File: config.mk
export PLATFORM = sky130hd
export DESIGN_NAME = mdis_init_seq
export DESIGN_NICKNAME = d
export VERILOG_FILES = /design/src/rtl/mdis_pkg.sv /design/src/rtl/mdis_script_rom.sv /design/src/rtl/mdis_init_seq.sv
export VERILOG_INCLUDE_DIRS = /design/src /design/src/rtl
export SDC_FILE = /design/constraint.sdc
export NUM_CORES = 1
export LEC_CHECK = 0
export ABC_CLOCK_PERIOD_IN_PS = 2250
export BUFFER_PORTS_ARGS = -buffer_cell sky130_fd_sc_hd__buf_2
export CORE_ASPECT_RATIO = 1.1
export CORE_MARGIN = 2
export CORE_UTILIZATION = 50
export DETAILED_ROUTE_END_ITERATION = 8
export PLACE_DENSITY_LB_ADDON = 0.2
export SLEW_MARGIN = 5
export SYNTH_ARGS = -nofsm -noshare
export SYNTH_HDL_FRONTEND = slang
export SYNTH_SLANG_ARGS = --single-unit
File: constraint.sdc
create_clock -name clk -period 2.25 [get_ports clk]
set_input_delay 0.5625 -clock clk [delete_from_list [all_inputs] [get_ports clk]]
set_output_delay 0.5625 -clock clk [all_outputs]
set_load 0.02 [all_outputs]
File: src/rtl/mdis_defines.svh
// mdis_defines.svh: reset cause codes, pass counts, timings, script length and widths for the double init sequencer
// assumes: included by bare name from the script rom and init sequencer files
`ifndef MDIS_DEFINES_SVH
`define MDIS_DEFINES_SVH
`define MDIS_CAUSE_POWER_ON 2'h0
`define MDIS_CAUSE_COLD 2'h1
`define MDIS_CAUSE_SOFT_PSC 2'h2
`define MDIS_CAUSE_SOFT_WDT 2'h3
`define MDIS_PASSES_HARD 2'h2
`define MDIS_PASSES_SOFT 2'h1
`define MDIS_PLL_LOCK_NS 20000
`define MDIS_CLK_NS 100
`define MDIS_PLL_LOCK_CYC ((`MDIS_PLL_LOCK_NS + `MDIS_CLK_NS - 1) / `MDIS_CLK_NS)
`define MDIS_CMD_GAP_NS 200
`define MDIS_CMD_GAP_CYC ((`MDIS_CMD_GAP_NS + `MDIS_CLK_NS - 1) / `MDIS_CLK_NS)
`define MDIS_SCRIPT_LEN 8
`define MDIS_CFG_ADDR_W 8
`define MDIS_CFG_DATA_W 32
`endif

File: src/rtl/mdis_pkg.sv
// mdis_pkg.sv: types for the double init sequencer
// assumes: mdis_defines.svh is on the include path
package mdis_pkg;
  typedef enum logic [1:0] {
    mdis_cause_power_on,
    mdis_cause_cold,
    mdis_cause_soft_psc,
    mdis_cause_soft_wdt
  } mdis_cause_t;
  typedef enum logic [2:0] {
    mdis_st_idle,
    mdis_st_pll_cfg,
    mdis_st_pll_wait,
    mdis_st_ctl_cfg,
    mdis_st_ctl_wait,
    mdis_st_pass_done,
    mdis_st_ready
  } mdis_state_t;
  typedef struct packed {
    logic valid;
    logic pll_step;
    logic [7:0] addr;
    logic [31:0] data;
  } mdis_cfg_write_t;
endpackage : mdis_pkg

File: src/rtl/mdis_script_rom.sv
// mdis_script_rom.sv: controller configuration script, registered read
// assumes: single clock, one read per cycle, entries fixed at build time
`include "mdis_defines.svh"
module mdis_script_rom #(
  parameter int DEPTH = `MDIS_SCRIPT_LEN,
  parameter int AW = 3
) (
  input wire logic clk,
  input wire logic [AW-1:0] rd_idx,
  output logic [`MDIS_CFG_ADDR_W-1:0] rd_addr,
  output logic [`MDIS_CFG_DATA_W-1:0] rd_data
);
  logic [`MDIS_CFG_ADDR_W+`MDIS_CFG_DATA_W-1:0] mem [DEPTH];
  // plain default contents; real timings come from the board build
  for (genvar i = 0; i < DEPTH; i++) begin : g_init
    assign mem[i] = {8'(i * 4), 32'h00000100 + 32'(i)};
  end
  always_ff @(posedge clk) begin
    rd_addr <= mem[rd_idx][`MDIS_CFG_ADDR_W+`MDIS_CFG_DATA_W-1:`MDIS_CFG_DATA_W];
    rd_data <= mem[rd_idx][`MDIS_CFG_DATA_W-1:0];
  end
endmodule : mdis_script_rom

File: src/rtl/mdis_init_seq.sv
// mdis_init_seq.sv: power-up init sequencer for the low power ddr controller
// assumes: one 10 MHz clock, synchronous reset; reset_cause is stable while rst is high
// and is caught on the last reset cycle; cfg_ack acknowledges each write the cycle it is taken
`include "mdis_defines.svh"
module mdis_init_seq #(
  parameter int PLL_LOCK_CYC = `MDIS_PLL_LOCK_CYC,
  parameter int CMD_GAP_CYC = `MDIS_CMD_GAP_CYC,
  parameter int SCRIPT_LEN = `MDIS_SCRIPT_LEN
) (
  input wire logic clk,
  input wire logic rst,
  input wire mdis_pkg::mdis_cause_t reset_cause,
  input wire logic cfg_ack,
  output mdis_pkg::mdis_cfg_write_t cfg_write,
  output logic pll_lock_wait,
  output logic init_busy,
  output logic init_done,
  output logic [1:0] pass_count
);
  localparam int IW = $clog2(SCRIPT_LEN);
  localparam int CW = $clog2(PLL_LOCK_CYC + CMD_GAP_CYC + 1);

  mdis_pkg::mdis_state_t state;
  mdis_pkg::mdis_state_t next_state;
  logic [1:0] passes_needed;
  logic [IW-1:0] step_idx;
  logic [CW-1:0] wait_cnt;
  logic rom_valid;
  logic [`MDIS_CFG_ADDR_W-1:0] rom_addr;
  logic [`MDIS_CFG_DATA_W-1:0] rom_data;

  mdis_script_rom #(
    .DEPTH(SCRIPT_LEN),
    .AW(IW)
  ) u_rom (
    .clk(clk),
    .rd_idx(step_idx),
    .rd_addr(rom_addr),
    .rd_data(rom_data)
  );

  // cause caught while reset is held; no part detection, so every memory sees the same flow
  always_ff @(posedge clk) begin
    if (rst) begin
      case (reset_cause)
        mdis_pkg::mdis_cause_power_on: passes_needed <= `MDIS_PASSES_HARD;
        mdis_pkg::mdis_cause_cold: passes_needed <= `MDIS_PASSES_HARD;
        mdis_pkg::mdis_cause_soft_psc: passes_needed <= `MDIS_PASSES_SOFT;
        mdis_pkg::mdis_cause_soft_wdt: passes_needed <= `MDIS_PASSES_SOFT;
        default: passes_needed <= `MDIS_PASSES_HARD;
      endcase
    end
  end

  always_comb begin
    next_state = state;
    case (state)
      mdis_pkg::mdis_st_idle: next_state = mdis_pkg::mdis_st_pll_cfg;
      mdis_pkg::mdis_st_pll_cfg: begin
        if (cfg_ack) begin
          next_state = mdis_pkg::mdis_st_pll_wait;
        end
      end
      mdis_pkg::mdis_st_pll_wait: begin
        if (wait_cnt == '0) begin
          next_state = mdis_pkg::mdis_st_ctl_cfg;
        end
      end
      mdis_pkg::mdis_st_ctl_cfg: begin
        if (cfg_ack && rom_valid) begin
          next_state = mdis_pkg::mdis_st_ctl_wait;
        end
      end
      mdis_pkg::mdis_st_ctl_wait: begin
        if (wait_cnt == '0) begin
          if (step_idx == IW'(SCRIPT_LEN - 1)) begin
            next_state = mdis_pkg::mdis_st_pass_done;
          end else begin
            next_state = mdis_pkg::mdis_st_ctl_cfg;
          end
        end
      end
      mdis_pkg::mdis_st_pass_done: begin
        // a pass ends here in full before the next may begin
        if (pass_count + 2'h1 >= passes_needed) begin
          next_state = mdis_pkg::mdis_st_ready;
        end else begin
          next_state = mdis_pkg::mdis_st_pll_cfg;
        end
      end
      mdis_pkg::mdis_st_ready: next_state = mdis_pkg::mdis_st_ready;
      default: next_state = mdis_pkg::mdis_st_idle;
    endcase
  end

  always_ff @(posedge clk) begin
    if (rst) begin
      state <= mdis_pkg::mdis_st_idle;
    end else begin
      state <= next_state;
    end
  end

  always_ff @(posedge clk) begin
    if (rst) begin
      pass_count <= 2'h0;
    end else if (state == mdis_pkg::mdis_st_pass_done) begin
      pass_count <= pass_count + 2'h1;
    end
  end

  // step index and rom latency: data valid one cycle after index settles
  always_ff @(posedge clk) begin
    if (rst) begin
      step_idx <= '0;
      rom_valid <= 1'b0;
    end else begin
      rom_valid <= (state == mdis_pkg::mdis_st_ctl_cfg) && !(cfg_ack && rom_valid);
      if (state == mdis_pkg::mdis_st_pll_cfg) begin
        step_idx <= '0;
      end else if (state == mdis_pkg::mdis_st_ctl_wait && wait_cnt == '0) begin
        step_idx <= step_idx + IW'(1);
      end
    end
  end

  always_ff @(posedge clk) begin
    if (rst) begin
      wait_cnt <= '0;
    end else if (state == mdis_pkg::mdis_st_pll_cfg && cfg_ack) begin
      wait_cnt <= CW'(PLL_LOCK_CYC - 1);
    end else if (state == mdis_pkg::mdis_st_ctl_cfg && cfg_ack && rom_valid) begin
      wait_cnt <= CW'(CMD_GAP_CYC - 1);
    end else if (wait_cnt != '0) begin
      wait_cnt <= wait_cnt - CW'(1);
    end
  end

  // write port registered; held until acknowledged
  always_ff @(posedge clk) begin
    if (rst) begin
      cfg_write <= '0;
    end else begin
      cfg_write.valid <= (next_state == mdis_pkg::mdis_st_pll_cfg)
        || (state == mdis_pkg::mdis_st_ctl_cfg && rom_valid && !cfg_ack);
      cfg_write.pll_step <= (next_state == mdis_pkg::mdis_st_pll_cfg);
      cfg_write.addr <= (next_state == mdis_pkg::mdis_st_pll_cfg) ? 8'h00 : rom_addr;
      cfg_write.data <= (next_state == mdis_pkg::mdis_st_pll_cfg) ? 32'h00000001 : rom_data;
    end
  end

  always_ff @(posedge clk) begin
    if (rst) begin
      pll_lock_wait <= 1'b0;
      init_busy <= 1'b0;
      init_done <= 1'b0;
    end else begin
      pll_lock_wait <= (next_state == mdis_pkg::mdis_st_pll_wait);
      init_busy <= (next_state != mdis_pkg::mdis_st_ready);
      init_done <= (next_state == mdis_pkg::mdis_st_ready);
    end
  end
endmodule : mdis_init_seq

### Word-level counts from Yosys, hierarchy flattened

Memories as Yosys holds them, arrays and structs flattened. A register that Yosys moved wholly into a read port is not among the register bits.
Index checks and enable logic that the tools add are counted.

| cells by class | value |
|---|---|
| shift operators | 0 |
| div/mod/pow operators | 0 |
| multiply operators | 0 |
| order comparisons | 1 |
| reductions and logical operators | 21 |
| bitwise logic cells | 1 |
| eq/ne operators | 14 |
| $add $sub $neg | 3 |
| mux-type cells | 12 |

Operator list:

| operator | number |
|---|---|
| two-way mux 8 bit | 3 |
| one-hot mux 3 bit (7 select lines) | 1 |
| two-way mux 3 bit | 6 |
| equality test 3 bit, second input constant | 5 |
| equality test 3 x 2 -> 1 bit, second input constant | 3 |
| logical AND 1 bit | 8 |
| zero test 8 bit | 1 |
| nonzero test 8 bit | 1 |
| OR reduction 2 bit | 4 |
| subtractor 8 x 1 -> 8 bit, second input constant | 1 |
| equality test 3 x 1 -> 1 bit, second input constant | 2 |
| equality test 2 bit, second input constant | 2 |
| inverter 3 -> 4 bit | 1 |
| one-hot mux 2 bit (2 select lines) | 1 |
| adder 3 x 1 -> 3 bit, second input constant | 1 |
| zero test 3 bit | 1 |
| inequality test 3 bit, second input constant | 1 |
| nonzero test 3 bit | 1 |
| OR reduction 3 bit | 1 |
| adder 2 x 1 -> 2 bit, second input constant | 1 |
| equality test 2 x 1 -> 1 bit, second input constant | 1 |
| >= comparator 2 bit | 1 |
| zero test 1 bit | 2 |
| zero test 2 bit | 1 |
| other kinds (2) | 2 |

| storage, ports and cells | value |
|---|---|
| latch bits | 0 |
| word-level logic and storage cells | 68 |
| ROM bits | 320 |
| bits in registers | 64 |
| bits in writable memories | 0 |
| memories | 1 |
| output and inout port bits | 47 |
| input bits | 5 |

Memory list:

| memory | words | width | read ports | clocked after memory_dff | wr ports | RTL line | source |
|---|---|---|---|---|---|---|---|
| (no name shown) | 8 | 40 | 1 | 1 | 0 | mdis_script_rom.sv:19 | `` rd_addr <= mem[rd_idx][`MDIS_CFG_ADDR_W+`MDIS_CFG_DATA_W-1:`MDIS_CFG_DATA_W]; `` |

### Logic depth before layout (Yosys ltp)

Gate-level depths: netlist of run 1.

| depth | value |
|---|---|
| depth in word-level cells | 6 |
| mapped depth | 8 |
| mapped depth without buffers | 7 |

### Hierarchy

From an unflattened synthesis of run 1, not the netlist that was laid out.

| unflattened totals | value |
|---|---|
| cells, all modules | 305 |
| area, all modules | 2915.3 um^2 |

Modules (own cells, without submodules):

| module | times used | sequential area each (um^2) | area an instance (um^2) | cells an instance |
|---|---|---|---|---|
| mdis_init_seq | 1 | 1301.2 | 2570.0 | 263 |
| mdis_script_rom | 1 | 60.1 | 345.3 | 42 |

### Worst setup path after synthesis of run 1

Ideal clock, no wire load.

| path | value |
|---|---|
| path type | reg2reg |
| from | register wait_cnt[0] |
| to | register init_done |
| stages on the path, launching flop included | 8 |
| buffers on the path | 1 |
| library setup time | 0.116 ns |
| arrival time | 1.829 ns |
| clock period less this slack | 1.945 ns |
| setup slack | 0.305 ns |
| data required time | 2.134 ns |
| cells stage by stage | dfxtp_1 > inv_1 > ha_1 > or3b_1 > clkbuf_1 > or3_4 > a211oi_1 > and3b_1 |

| between the ends | value |
|---|---|
| cells in the longest elaborated chain, start to end | 4 |
| elaborated cells between the ends (all ways) | 5 |
| those cells by class | eq/ne: 1; mux: 3; reduce/logical: 1 |

RTL lines:

| item | RTL line | source |
|---|---|---|
| from (decl) | mdis_init_seq.sv:27 | `logic [CW-1:0] wait_cnt;` |
| from (signal assigned) | mdis_init_seq.sv:131 | `wait_cnt <= CW'(PLL_LOCK_CYC - 1);` |
| from (signal assigned) | mdis_init_seq.sv:133 | `wait_cnt <= CW'(CMD_GAP_CYC - 1);` |
| from (signal assigned) | mdis_init_seq.sv:135 | `wait_cnt <= wait_cnt - CW'(1);` |
| zero test 8 bit (*) | mdis_init_seq.sv:65, mdis_init_seq.sv:75 |  |
| two-way mux 3 bit, on equally long branches | mdis_init_seq.sv:75, mdis_init_seq.sv:65 |  |
| one-hot mux 3 bit (7 select lines) (*) | mdis_init_seq.sv:57 | `case (state)` |
| equality test 3 bit (*) | mdis_init_seq.sv:160 | `init_done <= (next_state == mdis_pkg::mdis_st_ready);` |
| to (signal assigned) | mdis_init_seq.sv:160 |  |
| to (decl) | mdis_init_seq.sv:17 | `output logic init_done,` |

Every way passes the cells marked *; elsewhere a longest branch is shown, timed or not.
A chain may end at the register's enable or synchronous reset.

### Final worst setup path of run 1

| path | value |
|---|---|
| from | register wait_cnt[0] |
| to | register wait_cnt[1] |

| between the ends | value |
|---|---|
| cells in the longest elaborated chain, start to end | 4 |
| elaborated cells between the ends (all ways) | 6 |
| those cells by class | add/sub: 1; mux: 3; reduce/logical: 2 |

RTL lines:

| item | RTL line | source |
|---|---|---|
| subtractor 8 x 1 -> 8 bit | mdis_init_seq.sv:135 |  |
| two-way mux 8 bit | mdis_init_seq.sv:134 | `end else if (wait_cnt != '0) begin` |
| two-way mux 8 bit | mdis_init_seq.sv:132 | `end else if (state == mdis_pkg::mdis_st_ctl_cfg && cfg_ack && rom_valid) begin` |
| two-way mux 8 bit | mdis_init_seq.sv:130 | `end else if (state == mdis_pkg::mdis_st_pll_cfg && cfg_ack) begin` |

Several ways; a longest one is shown, not always the timed one. The select of a mux whose other input is x is not followed.

==> results by group, run 1 <==
Setup path
  – CP peak stage delay: approximately 0.42 ns
  – R2r startpoint: wait_cnt[0]
  – Crit-path leading delay family: simple AND/OR/NAND/NOR gates
  – Critical path launch point type: register
  – Reg-to-reg setup timing slack: 0.15 ns
  – WP data arrival: 2.31 ns
  – Largest fanout on the critical path: 7
  – Critical Path RT: 2.46 ns
  – Crit Path Category: register to register
  – Reg2reg end: wait_cnt[1]
  – Launch point of the worst path: wait_cnt[0]
  – Worst reg2reg path depth: 8
  – Nature of the critical path endpoint: register
  – Critical-path cell list: inv_1 > ha_1 > or3b_1 > buf_4 > nor2_1 > nor3_1 > a311oi_1 > nor2_1
  – CP Buf/Inv Count: 2
  – Most frequent CP cell: nor2_1
  – Worst path slowest cell: or3b_1

STA
  – Pins over their slew limit: 0
  – Post-layout min period: 2.100 ns
  – Final setup viols: 0
  – Fmax: 476.1 MHz
  – Setup tns final: 0 ns
  – Clk_skew: about 0.0068 ns
  – Final worst setup slack: 0.1498 ns
  – Crit share post-route: slightly above 90%
  – Unrepaired setup endpoints after global routing: no
  – Hold Fails Final Rpt: 0

Route
  – Detailed Route Iter0 Violations: 36
  – WL/cell: roughly 11 um
  – Drt via density: about 4.8
  – DR pass1 iterations: 4
  – Drt drc: 0
  – Final ANT Viol Nets: 0
  – Via count: about 1100
  – Final Routed Wirelength: between 2000 and 3000 um

Cells and area
  – Post-layout util: 54.44%
  – Proportion of layout cells with a drive suffix above 1: 19.29%
  – Antenna cells: 0
  – Area grow syn2layout: 1.352%
  – FILL cells: 308
  – Nets: a little over 200

Power and ir drop
  – Leak: 0.0008034 uW
  – Power Dens Cells: 994.4 nW/um^2
  – Max VDD drop: around 460 uV

Worst hold path
  – Hold Crit Depth: 0
  – Worst min-delay path startpoint: step_idx[2]
  – Hold WC Path Type: register to register
  – Hold path endpoint: u_rom.rd_data[2]

CTS
  – H-Tree Depth: 2
  – # hold bufs at CTS: 0
  – CTS max path bufs: 2
  – Worst-Skew Late Latency: 0.33 ns
  – Number of CTS-inserted buffers: 5
  – Sink Count: 32
  – Resized Gates After CTS: 0
  – Root Driver: clkbuf_4
  – CTS tree: built
  – Clock slew at reported path FFs: 0.09 ns
  – Setup Buffers After CTS: 0

Synth
  – Xor/xnor share of the synthesized area: 4.733%
  – Sequential share of the synthesized area: 39.67%
  – Ys Warns: 0
  – Asr flop ratio synth: 0%
  – Synth unique cells: 44
  – #FFs+latches synth: 32
  – Mux cell area share after synthesis: 1.277%
  – Cell Area, Synth: approximately 1700 um^2
  – Top FF cell, synth: dfxtp_1
  – EDFF count, synth: 2
  – Synth Instances: about 180
  – Simple-gate share of the synthesized area: between 20 and 25%
  – Adder-Cell Fraction of Synth Area: 3.757%
  – Compound-gate portion of the synthesized area: approximately a tenth
  – Largest family of logic cells by synthesized area: simple AND/OR/NAND/NOR gates
  – Synthesized area per cell: 9.201 um^2

Global routing
  – First-pass GRT wire length: about 4200 um
  – Total gr overflow: 0
  – Maximum number of pins on one net before global-route repair: 24
  – Vias in the first global route: 1014
  – Initial antenna violation count: 0
  – GRT Util Overall: 14.96%

Die
  – Die area: 3809 um^2
  – Core Box Area: roughly 3100 um^2
  – Die H: 64.53 um
  – Die width: 59.03 um
  – I/O pin cnt: 52
  – Initial Utilization: 53.71%
  – Row count: 21

Placed design
  – Detailed placement HPWL: 2032 um
  – GP Congestion: 0.7927
  – I/O Buffers: 17
  – Post-place setup slack: ~0.16 ns

Run
  – Max cap viols: 0

Status
  – Outcome: complete, no violations
-- power breakdown --
part	internal, uW	switching, uW
clock network	177	177
registers	656	76.0
logic	258	334
-- cell families after synthesis --
| kind of cell | after synthesis |
|---|---|
| mux | 2 |
| other cells | 1 |
| fa+ha+maj | 5 |
| xor+xnor | 9 |
| flops | 32 |
| simple gates | 61 |
| buf+inv | 47 |
| compound gates | 24 |
-- worst reg2reg max path: cells and delay by family, from the launching register on --
| family | cells | cell delay, ns |
|---|---|---|
| simple gates | 4 | 0.95 |
| flops | 1 | 0.32 |
| buf+inv | 2 | 0.27 |
| compound gates | 1 | 0.26 |
| fa+ha+maj | 1 | 0.18 |
-- through the flow --
step	hold slack, ns	cells	power [uW]	instance area [um^2]
2_1_floorplan	0.3545	213	1260	1785
3_3_place_gp	0.3682	224	1312	1623
3_5_place_dp	0.3730	224	1340	1623
4_1_cts	0.3934	231	1698	1688
5_1_grt	0.4046	231	1799	1688
6_report	0.3895	231	1678	1688
-- worst max-delay path by stage --
stage / endpoint / cells past startpoint
floorplan: init_done / 7
global placement: init_done / 6
detailed placement: wait_cnt[1] / 8
CTS: wait_cnt[1] / 8
global route: step_idx[0] / 8
finish: wait_cnt[1] / 8
-- layer usage --
metal | vias to the layer above | track usage, % | wire [um]
li1 | 571 | - | -
met1 | 511 | 16.17 | 1105
met2 | 33 | 25.28 | 1322
met3 | 5 | 4.790 | 143
met5 | - | 0 | 0
met4 | 0 | 8.239 | 55
-- Yosys cell counts (2+ instances only) --
| cell type | instances | area share [%] |
|---|---|---|
| xor2_1 | 6 | 3.2 |
| a311oi_1 | 3 | 1.6 |
| nor3b_1 | 4 | 1.8 |
| nor4_1 | 2 | 0.75 |
| a21oi_1 | 10 | 3.0 |
| nor3_1 | 3 | 0.90 |
| buf_4 | 36 | 16 |
| nand2_1 | 8 | 1.8 |
| nor2_1 | 20 | 4.5 |
| nor2b_1 | 4 | 1.5 |
| clkbuf_1 | 2 | 0.45 |
| nand3_1 | 4 | 1.2 |
| inv_1 | 5 | 1.1 |
| o31ai_1 | 2 | 0.90 |
| a211oi_1 | 2 | 0.90 |
| edfxtp_1 | 2 | 3.6 |
| o21ai_0 | 3 | 0.90 |
| dfxtp_1 | 30 | 36 |
| xnor2_1 | 3 | 1.6 |
| nand2b_1 | 3 | 1.1 |
| and3b_1 | 2 | 1.1 |
| ha_1 | 5 | 3.8 |
-- final cells by class --
cell class                      count  area [um^2]  share of cell area (%)
Multi-Input combinational cell    134        800.8                   47.44
Sequential cell                    32        660.6                   39.14
Timing Repair Buffer               19        100.1                   5.930
Clock buffer                        7        65.06                   3.855
Tap cell                           34        42.54                   2.520
Inverter                            5        18.77                   1.112
-- layout by cell type (no fill, tap or decap), types with 3 or more instances in the layout --
cell,count
a311oi_1,3
o21ai_0,3
nand2_1,8
nand3_1,4
clkbuf_4,5
buf_2,17
nand2b_1,3
nor3b_1,4
ha_1,5
nor2b_1,4
xor2_1,6
inv_1,5
conb_1,33
a21oi_1,10
nor2_1,20
dfxtp_1,30
nor3_1,3
xnor2_1,3
-- registers in the layout, indices dropped and copies added (netlist names), 2 cells and up --
signal	flops
step_idx	3
u_rom.rd_addr	2
state	3
wait_cnt	8
pass_count	2
passes_needed	2
cfg_write	7
Power figures use the tool's default switching activity.
==> run 2: changes to the inputs <==
--- a/config.mk
+++ b/config.mk
@@ -6,7 +6,7 @@
 export SDC_FILE = /design/constraint.sdc
 export NUM_CORES = 1
 export LEC_CHECK = 0
-export ABC_CLOCK_PERIOD_IN_PS = 2250
+export ABC_CLOCK_PERIOD_IN_PS = 2100
 export BUFFER_PORTS_ARGS = -buffer_cell sky130_fd_sc_hd__buf_2
 export CORE_ASPECT_RATIO = 1.1
 export CORE_MARGIN = 2
==> constraint.sdc (replaced) <==
create_clock -name clk -period 2.1 [get_ports clk]
set_input_delay 0.525 -clock clk [delete_from_list [all_inputs] [get_ports clk]]
set_output_delay 0.525 -clock clk [all_outputs]
set_load 0.02 [all_outputs]
==> results by group, run 2 (same netlist as run 1, synthesis figures left out) <==
Route
  – Final ANT Viol Nets: 0 (unchanged)
  – WL/cell: 11.74 um (was 11.37 um)
  – Drt drc: 0 (unchanged)
  – Detailed Route Iter0 Violations: 23 (was 36)
  – Final Routed Wirelength: 2747 um (was 2627 um)
  – Via count: 1143 (was 1120)
  – DR pass1 iterations: 6 (was 4)
  – Drt via density: 4.885 (was 4.848)

Die
  – Die H: 64.53 um (unchanged)
  – I/O pin cnt: 52 (unchanged)
  – Die width: 59.03 um (unchanged)
  – Row count: 21 (unchanged)
  – Initial Utilization: 53.71% (unchanged)
  – Die area: 3809 um^2 (unchanged)
  – Core Box Area: 3100 um^2 (unchanged)

CTS
  – Resized Gates After CTS: 2 (was 0)
  – CTS tree: built (unchanged)
  – Setup Buffers After CTS: 0 (unchanged)
  – Sink Count: 32 (unchanged)
  – Clock slew at reported path FFs: 0.09 ns (about the same)
  – Worst-Skew Late Latency: 0.33 ns (about the same)
  – # hold bufs at CTS: 0 (unchanged)
  – Root Driver: clkbuf_4 (unchanged)
  – Number of CTS-inserted buffers: 5 (unchanged)
  – H-Tree Depth: 2 (unchanged)
  – CTS max path bufs: 2 (unchanged)

Cells and area
  – Antenna cells: 0 (unchanged)
  – Finished Layout Cells: 234 (was 231)
  – Post-layout util: 55.81% (was 54.44%)
  – Register with the most flip-flops: wait_cnt (unchanged)
  – Most frequent cells in the layout: conb_1 (33), dfxtp_1 (30), nor2_1 (19) (was conb_1 (33), dfxtp_1 (30), nor2_1 (20))
  – Max reg flops: 8 (unchanged)
  – Area grow syn2layout: 3.907% (was 1.352%)
  – FILL cells: 302 (was 308)
  – Proportion of layout cells with a drive suffix above 1: 23.00% (was 19.29%)
  – Most common cell after layout, fill and taps aside: conb_1 (unchanged)
  – Nets: 210 (was 207)
  – Largest regs: wait_cnt x8, cfg_write x7 (unchanged)

STA
  – Final setup viols: 0 (unchanged)
  – Post-layout min period: 1.969 ns (was 2.100 ns)
  – Clk_skew: 0.005275 ns (was 0.006775 ns)
  – Fmax: 507.9 MHz (was 476.1 MHz)
  – Hold Fails Final Rpt: 0 (unchanged)
  – Unrepaired setup endpoints after global routing: no (unchanged)
  – Final worst setup slack: 0.1311 ns (was 0.1498 ns)
  – Pins over their slew limit: 0 (unchanged)
  – Crit share post-route: 93.76% (was 93.34%)

Global routing
  – Met2 GRT Util: 25.83% (was 25.28%)
  – GRT Util Overall: 16.11% (was 14.96%)
  – Vias in the first global route: 1090 (was 1014)
  – Total gr overflow: 0 (unchanged)
  – Maximum number of pins on one net before global-route repair: 18 (was 24)
  – Initial antenna violation count: 0 (unchanged)
  – First-pass GRT wire length: 4595 um (was 4243 um)
  – Grt peak-use layer: met2 (unchanged)
  – GRT met1 Usage: 18.02% (was 16.17%)
  – Met3 Track Usage GR: 5.988% (was 4.790%)

Worst hold path
  – Hold WC Path Type: input pin to register (was register to register)
  – Worst min-delay path startpoint: reset_cause[1] (was step_idx[2])
  – Hold Crit Depth: 1 (was 0)

Power and ir drop
  – Sw Share: 34.96% (was 35.00%)
  – Power Dens Cells: 1074 nW/um^2 (was 994.4 nW/um^2)
  – Leak: 0.0008212 uW (was 0.0008034 uW)
  – Comb power frac: 37.0% (was 35.3%)
  – P_sw: 650.0 uW (was 587.4 uW)
  – Max VDD drop: 455.8 uV (was 456.6 uV)
  – Clock share of power: 20.7% (was 21.1%)
  – Sequential share of power: 42.4% (was 43.6%)
  – Internal: 1209 uW (was 1091 uW)

Placed design
  – GP Congestion: 0.8217 (was 0.7927)
  – Post-place setup slack: -0.07563 ns (was 0.1552 ns)
  – I/O Buffers: 17 (unchanged)
  – Placed insts: 227 (was 224)
  – Detailed placement HPWL: 2105 um (was 2032 um)

Setup path
  – Nature of the critical path endpoint: register (unchanged)
  – Critical Path RT: 2.33 ns (was 2.46 ns)
  – R2r startpoint: wait_cnt[0] (unchanged)
  – Largest fanout on the critical path: 3 (was 7)
  – WP data arrival: 2.20 ns (was 2.31 ns)
  – Crit Path Category: register to register (unchanged)
  – Launch point of the worst path: wait_cnt[0] (unchanged)
  – Worst reg2reg path depth: 6 (was 8)
  – Critical path launch point type: register (unchanged)

Run
  – Max cap viols: 0 (unchanged)

Status
  – Outcome: complete, no violations (unchanged)
-- run 2: cell count changes in the layout (fill, tap and decap cells not counted), sizes merged --
cell  before  now
buf       19   22
-- run 2: per-layer routing --
layer / vias to the layer above / wire (um)
met3: 5 / 145
li1: 580 / -
met5: - / 0
met4: 0 / 64
met1: 525 / 1185
met2: 33 / 1351
-- run 2: final cells by class --
type                            instances  area, um^2  share of cell area, %
Inverter                                5       18.77                  1.085
Clock buffer                            7       65.06                  3.760
Multi-Input combinational cell        134       820.8                  47.43
Timing Repair Buffer                   22       122.6                  7.086
Sequential cell                        32       660.6                  38.18
Tap cell                               34       42.54                  2.458
-- run 2: final timing paths --
path,endpoint,slack [ns]
worst max-delay path,init_done,0.13
worst min-delay path,passes_needed[0],0.38
worst max register to register,init_done,0.13
worst min register to register,u_rom.rd_addr[3],0.39
-- run 2: worst max-delay path: stages (launching register included) --
cell	delay (ns)
dfxtp_1	0.33
inv_1	0.09
ha_1	0.19
or3b_4	0.41
or3_4	0.37
a211oi_2	0.28
and3b_1	0.21
-- run 2: power groups by stage --
stage | clock network [uW] | logic (uW) | registers, uW
global placement | 0 | 639 | 790
detailed placement | 0 | 659 | 800
floorplan | 0 | 561 | 789
global route | 429 | 754 | 802
finish | 384 | 687 | 788
CTS | 396 | 667 | 787
-- run 2: stage by stage --
stage	TNS (ns)	hold WS (ns)	area, um^2	total power (uW)
after global placement	-0.01022	0.3689	1645	1429
after floorplan	0	0.3545	1785	1350
after CTS	0	0.3687	1722	1850
final	0	0.3827	1730	1859
after detailed placement	-0.2052	0.3713	1645	1460
after global routing	0	0.3582	1730	1985
